`src/verilog/tpcs_defs.svh`:
```
// Constants for the two-wire potentiometer command slave
// Operation
// - Data changes only while clock low
// - Ignore bus until start condition seen
// - Receiver pulls data low on ninth clock
// - Acknowledge address, command, then data byte
// - Upper address nibble must match type identifier
// - Lower address nibble must match address pins
// - Withhold address acknowledge while write busy
// - Instruction: opcode, pot select, register select
// - Wiper low six bits decoded one-hot
// - Four copy instructions carry no data byte
// - Data-to-wiper copy acts as volatile write
// - Wiper-to-data copy is a nonvolatile write
// - Copy acts on one pot or all
// - Register reads and writes take three bytes
// - Clock pulses step wiper up or down
// - Opcodes for wiper and data reads, writes
// - Opcodes for single-pot copies both ways
// - Global copy opcodes and step-enable opcode
`ifndef TPCS_DEFS_SVH
`define TPCS_DEFS_SVH

// Device type identifier in the address upper nibble (arbitrary value)
`define TPCS_TYPE_ID        4'hA
// Opcodes
`define TPCS_OP_RD_WIPER    4'h9
`define TPCS_OP_WR_WIPER    4'hA
`define TPCS_OP_RD_STORED   4'hB
`define TPCS_OP_WR_STORED   4'hC
`define TPCS_OP_CP_TO_WIPER 4'hD
`define TPCS_OP_CP_TO_STORE 4'hE
`define TPCS_OP_GCP_TO_WIPER 4'h1
`define TPCS_OP_GCP_TO_STORE 4'h8
`define TPCS_OP_STEP        4'h2
// Wiper tap limits
`define TPCS_TAP_MAX        6'h3F
`define TPCS_TAP_MIN        6'h00
// Timing: clock rate and delays
`define TPCS_CLK_MHZ        100
`define TPCS_NV_WRITE_US    5000
`define TPCS_NV_WRITE_CYC   (`TPCS_NV_WRITE_US * `TPCS_CLK_MHZ)
`define TPCS_SETTLE_NS      1000
`define TPCS_SETTLE_CYC     ((`TPCS_SETTLE_NS * `TPCS_CLK_MHZ) / 1000)
// Reset values
`define TPCS_WIPER_RST      8'h00
`define TPCS_STORED_RST     8'h00

`endif

```
`src/verilog/tpcs_pkg.sv`:
```
// Types for the two-wire potentiometer command slave
package tpcs_pkg;
  // Decoded instruction byte
  typedef struct packed {
    logic [3:0] opcode;
    logic [1:0] pot;
    logic [1:0] regsel;
  } tpcs_instr_t;

  // Serial engine phases
  typedef enum logic [3:0] {
    TPCS_IDLE, TPCS_ADDR, TPCS_ADDR_ACK, TPCS_INSTR, TPCS_INSTR_ACK,
    TPCS_WDATA, TPCS_WDATA_ACK, TPCS_RDATA, TPCS_RDATA_ACK, TPCS_STEP, TPCS_IGNORE
  } tpcs_state_t;

  // Open-drain data pin
  typedef struct packed {
    logic o;
    logic oe;
  } tpcs_od_t;
endpackage

```
`src/verilog/tpcs_slave.sv`:
```
// Two-wire serial slave and instruction interpreter for four pots
`include "tpcs_defs.svh"
module tpcs_slave
  import tpcs_pkg::*;
#(
  parameter int NV_WRITE_CYC = `TPCS_NV_WRITE_CYC
)(
  // Clock and reset
  input  wire logic          ref_clk,
  input  wire logic          resetn,
  // Two-wire bus pins
  input  wire logic          scl_in,
  input  wire logic          sda_in,
  output logic               sda_out,
  output logic               sda_oe,
  // Address pins
  input  wire logic [3:0]    device_address_pins,
  // Tap switches, one group per pot
  output logic      [255:0]  tap_switches,
  // Status
  output logic               nv_busy
);
  // Pin synchronisers
  logic [1:0]  scl_sync_reg;     // First stage feeds only second
  logic [1:0]  sda_sync_reg;
  logic [3:0]  addr_sync0_reg;
  logic [3:0]  addr_sync1_reg;
  logic        scl_reg;          // Delayed stable clock
  logic        sda_reg;          // Delayed stable data
  // Bus events
  logic        scl_rise;
  logic        scl_fall;
  logic        start_seen;
  logic        stop_seen;
  // Serial engine
  tpcs_state_t state_reg;
  logic [7:0]  shift_reg;        // Received or sent byte
  logic [3:0]  bit_cnt_reg;      // Bits done in the byte
  tpcs_instr_t instr_reg;        // Latched instruction
  tpcs_od_t    pin_reg;          // Data pin drive
  logic        nv_pending_reg;   // Nonvolatile write awaiting stop
  logic [31:0] nv_cnt_reg;       // Nonvolatile write countdown
  logic        nv_busy_reg;      // Busy flag, mirrors a nonzero countdown
  // Storage: wiper positions and stored settings
  logic [7:0]  wiper_position_register [4];
  logic [7:0]  stored_setting_registers [16];
  logic [7:0]  rd_byte;

  // Two flip-flops on every outside input
  always_ff @(posedge ref_clk) begin
    if (!resetn) begin
      scl_sync_reg   <= 2'h3;
      sda_sync_reg   <= 2'h3;
      addr_sync0_reg <= 4'h0;
      addr_sync1_reg <= 4'h0;
      scl_reg        <= 1'b1;
      sda_reg        <= 1'b1;
    end else begin
      scl_sync_reg   <= {scl_sync_reg[0], scl_in};
      sda_sync_reg   <= {sda_sync_reg[0], sda_in};
      // Address straps pass two stages like the bus pins
      addr_sync0_reg <= device_address_pins;
      addr_sync1_reg <= addr_sync0_reg;
      scl_reg        <= scl_sync_reg[1];
      sda_reg        <= sda_sync_reg[1];
    end
  end

  // Edge and condition detection; data moving under high clock is a condition
  assign scl_rise   = scl_sync_reg[1] && !scl_reg;
  assign scl_fall   = !scl_sync_reg[1] && scl_reg;
  // Conditions need the clock high on both stages, so a late data edge is no condition
  assign start_seen = scl_sync_reg[1] && scl_reg && sda_reg && !sda_sync_reg[1];
  assign stop_seen  = scl_sync_reg[1] && scl_reg && !sda_reg && sda_sync_reg[1];

  // Read data source for the selected register
  always_comb begin
    if (instr_reg.opcode == `TPCS_OP_RD_WIPER) begin
      // Register bits are don't-care for the wiper read
      rd_byte = wiper_position_register[instr_reg.pot];
    end else begin
      rd_byte = stored_setting_registers[{instr_reg.pot, instr_reg.regsel}];
    end
  end

  // Serial engine: bytes, acknowledges and command flow
  always_ff @(posedge ref_clk) begin
    if (!resetn) begin
      state_reg   <= TPCS_IDLE;
      shift_reg   <= 8'h00;
      bit_cnt_reg <= 4'h0;
      instr_reg   <= '0;
      pin_reg     <= '0;
    end else if (stop_seen) begin
      state_reg <= TPCS_IDLE;
      pin_reg   <= '0;
    end else if (start_seen) begin
      // A start is honoured in any state, even mid-byte
      state_reg   <= TPCS_ADDR;
      bit_cnt_reg <= 4'h0;
      pin_reg     <= '0;
    end else begin
      case (state_reg)
        TPCS_ADDR, TPCS_INSTR, TPCS_WDATA: begin
          // Sample on rising clock
          if (scl_rise) begin
            shift_reg   <= {shift_reg[6:0], sda_reg};
            bit_cnt_reg <= bit_cnt_reg + 4'h1;
          end else if (scl_fall && bit_cnt_reg == 4'h8) begin
            bit_cnt_reg <= 4'h0;
            if (state_reg == TPCS_ADDR) begin
              // Silent on mismatch or while writing
              if (shift_reg[7:4] == `TPCS_TYPE_ID
                  && shift_reg[3:0] == addr_sync1_reg
                  && !nv_busy) begin
                pin_reg   <= '{o: 1'b0, oe: 1'b1};
                state_reg <= TPCS_ADDR_ACK;
              end else begin
                state_reg <= TPCS_IGNORE;
              end
            end else if (state_reg == TPCS_INSTR) begin
              instr_reg <= shift_reg;
              pin_reg   <= '{o: 1'b0, oe: 1'b1};
              state_reg <= TPCS_INSTR_ACK;
            end else begin
              pin_reg   <= '{o: 1'b0, oe: 1'b1};
              state_reg <= TPCS_WDATA_ACK;
            end
          end
        end
        TPCS_ADDR_ACK: begin
          // Release at the fall that ends the ninth clock
          if (scl_fall) begin
            pin_reg   <= '0;
            state_reg <= TPCS_INSTR;
          end
        end
        TPCS_INSTR_ACK: begin
          // Next phase chosen by the opcode just latched
          if (scl_fall) begin
            case (instr_reg.opcode)
              `TPCS_OP_RD_WIPER, `TPCS_OP_RD_STORED: begin
                // Device drives first read bit at once
                shift_reg   <= {rd_byte[6:0], 1'b0};
                bit_cnt_reg <= 4'h1;
                pin_reg     <= '{o: 1'b0, oe: !rd_byte[7]};
                state_reg   <= TPCS_RDATA;
              end
              `TPCS_OP_WR_WIPER, `TPCS_OP_WR_STORED: begin
                pin_reg   <= '0;
                state_reg <= TPCS_WDATA;
              end
              `TPCS_OP_STEP: begin
                pin_reg   <= '0;
                state_reg <= TPCS_STEP;
              end
              // Copies and unknown opcodes end after this byte
              default: begin
                pin_reg   <= '0;
                state_reg <= TPCS_IGNORE;
              end
            endcase
          end
        end
        TPCS_WDATA_ACK: begin
          // Data byte taken; nothing more until the stop
          if (scl_fall) begin
            pin_reg   <= '0;
            state_reg <= TPCS_IGNORE;
          end
        end
        TPCS_RDATA: begin
          // Next bit goes out after each fall, MSB first
          if (scl_fall) begin
            if (bit_cnt_reg == 4'h8) begin
              pin_reg   <= '0;
              state_reg <= TPCS_RDATA_ACK;
            end else begin
              pin_reg     <= '{o: 1'b0, oe: !shift_reg[7]};
              shift_reg   <= {shift_reg[6:0], 1'b0};
              bit_cnt_reg <= bit_cnt_reg + 4'h1;
            end
          end
        end
        TPCS_RDATA_ACK: begin
          // Acknowledge or not, one byte ends the read
          if (scl_fall) begin
            state_reg <= TPCS_IGNORE;
          end
        end
        TPCS_STEP, TPCS_IGNORE, TPCS_IDLE: begin
          // Pin released; stepping lives in the wiper process
          pin_reg <= '0;
        end
        // Unused encodings fall back to idle
        default: begin
          state_reg <= TPCS_IDLE;
        end
      endcase
    end
  end

  // Wiper registers: direct write, copies and stepping
  always_ff @(posedge ref_clk) begin
    if (!resetn) begin
      for (int p = 0; p < 4; p++) begin
        wiper_position_register[p] <= `TPCS_WIPER_RST;
      end
    end else if (state_reg == TPCS_WDATA && scl_fall && bit_cnt_reg == 4'h8
                 && instr_reg.opcode == `TPCS_OP_WR_WIPER) begin
      // Direct write lands at the fall after the last data bit
      wiper_position_register[instr_reg.pot] <= shift_reg;
    end else if (state_reg == TPCS_INSTR_ACK && scl_fall) begin
      if (instr_reg.opcode == `TPCS_OP_CP_TO_WIPER) begin
        wiper_position_register[instr_reg.pot] <=
          stored_setting_registers[{instr_reg.pot, instr_reg.regsel}];
      end else if (instr_reg.opcode == `TPCS_OP_GCP_TO_WIPER) begin
        for (int p = 0; p < 4; p++) begin
          wiper_position_register[p] <=
            stored_setting_registers[{2'(p), instr_reg.regsel}];
        end
      end
    end else if (state_reg == TPCS_STEP && scl_rise) begin
      // Step per high pulse; saturate at the array ends
      if (sda_reg && wiper_position_register[instr_reg.pot][5:0] != `TPCS_TAP_MAX) begin
        wiper_position_register[instr_reg.pot][5:0] <=
          wiper_position_register[instr_reg.pot][5:0] + 6'h01;
      end else if (!sda_reg
                   && wiper_position_register[instr_reg.pot][5:0] != `TPCS_TAP_MIN) begin
        wiper_position_register[instr_reg.pot][5:0] <=
          wiper_position_register[instr_reg.pot][5:0] - 6'h01;
      end
    end
  end

  // Stored settings: direct write and copies from wipers
  always_ff @(posedge ref_clk) begin
    if (!resetn) begin
      for (int i = 0; i < 16; i++) begin
        stored_setting_registers[i] <= `TPCS_STORED_RST;
      end
    end else if (state_reg == TPCS_WDATA && scl_fall && bit_cnt_reg == 4'h8
                 && instr_reg.opcode == `TPCS_OP_WR_STORED) begin
      // Value lands now; the slow write itself begins at the stop
      stored_setting_registers[{instr_reg.pot, instr_reg.regsel}] <= shift_reg;
    end else if (state_reg == TPCS_INSTR_ACK && scl_fall) begin
      if (instr_reg.opcode == `TPCS_OP_CP_TO_STORE) begin
        stored_setting_registers[{instr_reg.pot, instr_reg.regsel}] <=
          wiper_position_register[instr_reg.pot];
      end else if (instr_reg.opcode == `TPCS_OP_GCP_TO_STORE) begin
        for (int p = 0; p < 4; p++) begin
          stored_setting_registers[{2'(p), instr_reg.regsel}] <=
            wiper_position_register[p];
        end
      end
    end
  end

  // Nonvolatile write timing; the write starts at the closing stop
  // Count is a parameter so a bench may shorten the write
  always_ff @(posedge ref_clk) begin
    if (!resetn) begin
      nv_pending_reg <= 1'b0;
      nv_cnt_reg     <= 32'h0000_0000;
      nv_busy_reg    <= 1'b0;
    end else begin
      if (state_reg == TPCS_WDATA && scl_fall && bit_cnt_reg == 4'h8
          && instr_reg.opcode == `TPCS_OP_WR_STORED) begin
        nv_pending_reg <= 1'b1;
      end else if (state_reg == TPCS_INSTR_ACK && scl_fall
                   && (instr_reg.opcode == `TPCS_OP_CP_TO_STORE
                       || instr_reg.opcode == `TPCS_OP_GCP_TO_STORE)) begin
        nv_pending_reg <= 1'b1;
      end else if (stop_seen || start_seen) begin
        nv_pending_reg <= 1'b0;   // Cleared at the stop that begins the write, or aborted by a restart
      end
      // Busy drops in the same cycle the count reaches zero
      if (stop_seen && nv_pending_reg) begin
        nv_cnt_reg  <= 32'(NV_WRITE_CYC);
        nv_busy_reg <= (NV_WRITE_CYC != 0);
      end else if (nv_cnt_reg != 32'h0000_0000) begin
        nv_cnt_reg  <= nv_cnt_reg - 32'h0000_0001;
        nv_busy_reg <= (nv_cnt_reg != 32'h0000_0001);
      end
    end
  end

  // Busy leaves from a flip-flop, free of decode glitches
  assign nv_busy = nv_busy_reg;

  // Open drain: only ever pull low
  assign sda_out = pin_reg.o;
  assign sda_oe  = pin_reg.oe;

  // One decoder per pot
  // Each pot settles on its own count, so pots never wait on each other
  for (genvar g = 0; g < 4; g++) begin : g_pot
    tpcs_tap_decode u_dec (
      .ref_clk  (ref_clk),
      .resetn   (resetn),
      .position (wiper_position_register[g][5:0]),
      .taps     (tap_switches[g*64 +: 64])
    );
  end
endmodule

```
`src/verilog/tpcs_tap_decode.sv`:
```
// One-hot tap switch decoder for one wiper, with a settle delay
`include "tpcs_defs.svh"
module tpcs_tap_decode
  import tpcs_pkg::*;
(
  // Clock and reset
  input  wire logic        ref_clk,
  input  wire logic        resetn,
  // Wiper position in
  input  wire logic [5:0]  position,
  // Tap switches out
  output logic      [63:0] taps
);
  logic [5:0]  shown_reg;   // Position the switches show
  logic [15:0] settle_reg;  // Cycles left before the switches follow

  // Switches follow the register only after the settle time
  always_ff @(posedge ref_clk) begin
    if (!resetn) begin
      shown_reg  <= 6'h00;
      settle_reg <= 16'h0000;
    end else if (position != shown_reg) begin
      if (settle_reg == 16'h0000) begin
        settle_reg <= 16'(`TPCS_SETTLE_CYC);
      end else if (settle_reg == 16'h0001) begin
        shown_reg  <= position;
        settle_reg <= 16'h0000;
      end else begin
        settle_reg <= settle_reg - 16'h0001;
      end
    end else begin
      settle_reg <= 16'h0000;
    end
  end

  // Exactly one switch on, never two, to avoid shorting segments
  always_ff @(posedge ref_clk) begin
    if (!resetn) begin
      taps <= 64'h0000_0000_0000_0001;
    end else begin
      taps <= 64'h0000_0000_0000_0001 << shown_reg;
    end
  end
endmodule
```
`config.mk`:
```
export PLATFORM = sky130hd
export DESIGN_NAME = tpcs_slave
export DESIGN_NICKNAME = d
export VERILOG_FILES = /design/src/verilog/tpcs_pkg.sv /design/src/verilog/tpcs_slave.sv /design/src/verilog/tpcs_tap_decode.sv
export VERILOG_INCLUDE_DIRS = /design/src /design/src/verilog
export SDC_FILE = /design/constraint.sdc
export NUM_CORES = 1
export LEC_CHECK = 0
export BUFFER_PORTS_ARGS = -buffer_cell sky130_fd_sc_hd__buf_4
export CORE_MARGIN = 3
export CORE_UTILIZATION = 45
export DETAILED_ROUTE_END_ITERATION = 8
export GPL_ROUTABILITY_DRIVEN = 0
export GPL_TIMING_DRIVEN = 1
export PLACE_DENSITY = 0.72
export SETUP_SLACK_MARGIN = 0.15
export SLEW_MARGIN = 20
export SYNTH_ARGS = -nofsm -noshare
export SYNTH_HDL_FRONTEND = slang
export SYNTH_SLANG_ARGS = --single-unit
export TNS_END_PERCENT = 20
```
`constraint.sdc`:
```
create_clock -name ref_clk -period 3.4 [get_ports ref_clk]
set_input_delay 0.68 -clock ref_clk [delete_from_list [all_inputs] [get_ports ref_clk]]
set_output_delay 0.68 -clock ref_clk [all_outputs]
set_load 0.01 [all_outputs]
```
==> run_results.csv <==
group,metric,value,unit
detailed_routing,vias,17600,
placement,hpwlAfterDp,42300,µm
synthesis,synthCells,2173,
worst_setup_path,reg2reg_slack,280,ps
placement,placement.io_buffers,265,
sta,tightestPinTransition,813,ps
synthesis,yosys.cell_count.top_type,"nor2_1",
outcome,outcome,"completed",
sta,clock_skew,29.3,ps
detailed_routing,detail-route-antenna-nets,0,
sta,setup_violations,0,
global_routing,gr-total-overflow,0,
final_layout,nFillCells,4123,
floorplan,die_height,233,µm
clock_network,post_cts_resized,0,
global_routing,grt_max_degree,95,
synthesis,ys_seq_elements,581,
worst_setup_path,criticalPathCategory,"register to register",
sta,max_slew_vio_count,0,
final_layout,number_of_flip_flops_under_the_largest_register_name,256,
clock_network,cts_post_setup_buffers_inserted,0,
synthesis,post_synthesis_net_count,2196,
power_and_ir_drop,vdd_drop_max,0.442,mV
hold_path,timing.hold.worst_path_depth,2,
sta,rsz0062_at_grt,"yes",
clock_network,ctsRootBufferMaster,"clkbuf_16",
clock_network,cts_buffers,57,
global_routing,grtUsageTotal,21.5,%
hold_path,worstHoldPathType,"input pin to register",
synthesis,yosysWarningCount,0,
worst_setup_path,worstSetupEndpointType,"register",
worst_setup_path,crit_path_start,"wiper_position_register[1][0]$_DFFE_PP_",
synthesis,synth_area_per_cell,10.7,µm²
final_layout,post_layout_utilization_of_the_core,55.3,%
detailed_routing,first_pass_iters,5,
detailed_routing,detail_route.wl_per_cell,19.4,µm
placement,placedCellCount,3039,
detailed_routing,via_per_inst,5.61,
floorplan,chipWidth,233,µm
floorplan,die-area,54300,µm²
hold_path,worstHoldEndpoint,"scl_sync_reg[0]$_SDFF_PN1_",
clock_network,number_of_buffers_inserted_by_hold_repair_at_cts,0,
synthesis,synth-main-ff-cell,"dfxtp_1",
synthesis,yosysTopAreaCellShare,36.3,%
clock_network,cts.sink_count,581,
power_and_ir_drop,total_leakage_power,0.0108,µW
synthesis,library_cells_used_by_synthesis,82,
floorplan,num_io_pins,267,
worst_setup_path,cp_max_fo,8,
power_and_ir_drop,fin_total_pwr,17800,µW
floorplan,row_cnt,82,
power_and_ir_drop,power-per-cell-area,637,nW/µm²
worst_setup_path,setup.worst_path.start_class,"register",
floorplan,initial_util,45.9,%
run,max_cap_viols,0,
synthesis,ys_top_cells_by_area,"dfxtp_1 (36%), edfxtp_1 (21%), nor2_1 (7.0%), mux4_2 (4.7%), a22o_1 (3.8%)",
global_routing,antenna_found_initial,0,
synthesis,synth-async-reset-ratio,0,%
sta,fmaxAchievable,0.320,GHz
worst_setup_path,r2r_start,"wiper_position_register[1][0]$_DFFE_PP_",
final_layout,count_of_non_filler_cells_in_the_finished_layout,3146,
synthesis,post-synth-top-area-cell,"dfxtp_1",
sta,hold-worst-slack,246,ps
sta,layout_worst_path_cycle_share,91.9,%
global_routing,first_global_vias,16900,
synthesis,synthTopCellsByCount,"nor2_1 (430), dfxtp_1 (421), edfxtp_1 (160), nand2_1 (145), a22o_1 (101)",
worst_setup_path,worst_ep_required_time,3700,ps
sta,finalHoldViolations,0,
final_layout,share_of_cells_above_drive_strength_1,21.2,%
synthesis,synth_area,23200,µm²
final_layout,flow.area_growth_from_synthesis,20.5,%
worst_setup_path,rr_worst_depth,8,
sta,max_slew_headroom,45.4,%
detailed_routing,drc,0,
sta,tns,0,ps
floorplan,core,50600,µm²
worst_setup_path,endpoint_of_the_lowest_slack_register_to_register_path,"wiper_position_register[3][4]$_DFFE_PP_",
final_layout,total_inserted_antenna_cells,0,
detailed_routing,drt_iter0_drc,1481,
clock_network,cts_clk_pin_slew_worst_paths,60,ps
detailed_routing,totalWireLength,60900,µm
clock_network,clk-insertion-delay-late,620,ps
synthesis,post_synth_edffs,160,
clock_network,cts_buffer_depth,3,
synthesis,seq_total_area_yosys,57.0,%
final_layout,num-nets-final,2449,
clock_network,cts-htree-levels,2,
global_routing,grt_pass1_wl,93000,µm
hold_path,min-delay-start,"scl_in",
worst_setup_path,arrival,3420,ps
clock_network,tritoncts,"done",
sta,post-route-min-period,3120,ps
## per-stage QoR
step | area, µm² | worst slack [ps]
6_report | 28000 | 276
5_1_grt | 28000 | 105
4_1_cts | 28000 | 255
3_5_place_dp | 26000 | 262
3_3_place_gp | 26000 | 396
2_1_floorplan | 23200 | 550
## layer usage
layer | wire [µm] | track usage (%)
met1 | 23600 | 26.3
met2 | 29500 | 36.2
met3 | 5220 | 4.79
met4 | 2670 | 9.57
met5 | 0 | 0
## worst max-delay path: stages, from the launching register on
cell	delay, ps
edfxtp_1	550
mux4_2	640
ha_1	300
and2_1	170
a41oi_1	210
buf_4	190
or3_1	310
nand3_1	230
nand2_2	210
## how the worst max path moves through the flow
| stage | slack, ps | end |
|---|---|---|
| final | 280 | wiper_position_register[3][4]$_DFFE_PP_ |
| after floorplan | 550 | wiper_position_register[3][0]$_DFFE_PP_ |
| after detailed placement | 260 | wiper_position_register[3][4]$_DFFE_PP_ |
| after CTS | 260 | wiper_position_register[3][4]$_DFFE_PP_ |
| after global routing | 100 | wiper_position_register[3][3]$_DFFE_PP_ |
| after global placement | 400 | wiper_position_register[3][0]$_DFFE_PP_ |
## layout make-up
| class | instances | area [µm²] | area share [%] |
|---|---|---|---|
| Clock buffer | 83 | 1730 | 6.20 |
| Clock inverter | 24 | 256 | 0.917 |
| Tap cell | 672 | 841 | 3.01 |
| Inverter | 27 | 101 | 0.362 |
| Multi-Input combinational cell | 1426 | 9270 | 33.1 |
| Timing Repair Buffer | 333 | 2540 | 9.07 |
| Sequential cell | 581 | 13200 | 47.3 |
## cells in the final DEF (no fill, tap or decap), types with 12 or more instances in the layout
| cell | synthesis | routed |
|---|---|---|
| inv_1 | 26 | 26 |
| dfxtp_1 | 421 | 419 |
| ha_1 | 15 | 15 |
| mux4_2 | 48 | 48 |
| xor2_1 | 51 | 51 |
| buf_4 | 8 | 330 |
| nor2b_1 | 58 | 58 |
| a21boi_0 | 17 | 17 |
| nand2b_1 | 17 | 17 |
| o21ai_1 | 20 | 20 |
| nand2_1 | 145 | 144 |
| or3b_2 | 15 | 15 |
| nand3_1 | 73 | 73 |
| a21oi_1 | 40 | 40 |
| edfxtp_1 | 160 | 160 |
| o21ai_0 | 29 | 29 |
| a22o_1 | 101 | 101 |
| nor3_1 | 30 | 30 |
| nand3b_1 | 23 | 23 |
| or3_1 | 14 | 14 |
| or4_1 | 12 | 12 |
| xnor2_1 | 56 | 56 |
| nor4_1 | 26 | 26 |
| nor2_1 | 430 | 430 |
| mux2i_1 | 49 | 49 |
| and2_1 | 16 | 16 |
| nand4_1 | 25 | 25 |
| clkbuf_16 | 0 | 62 |
## where the power goes
part	switching [µW]	internal [µW]	total (µW)
Clock	2680	3860	6540
Combinational	1840	1320	3150
Sequential	487	7620	8110
Total	5010	12800	17800
## cells by family (layout without fill, tap and decap cells)
kind of cell    after synthesis  in the layout  synth area share [%]
simple gates                927            927                  19.5
flops                       581            581                  57.0
compound gates              275            275                  8.62
buf+inv                     166            467                  3.05
xor+xnor                    107            107                  4.04
mux                         101            101                  6.97
fa+ha+maj                    15             15                 0.809
other cells                   1              1                0.0162
Note: power is estimated with default switching activity, not from simulation.
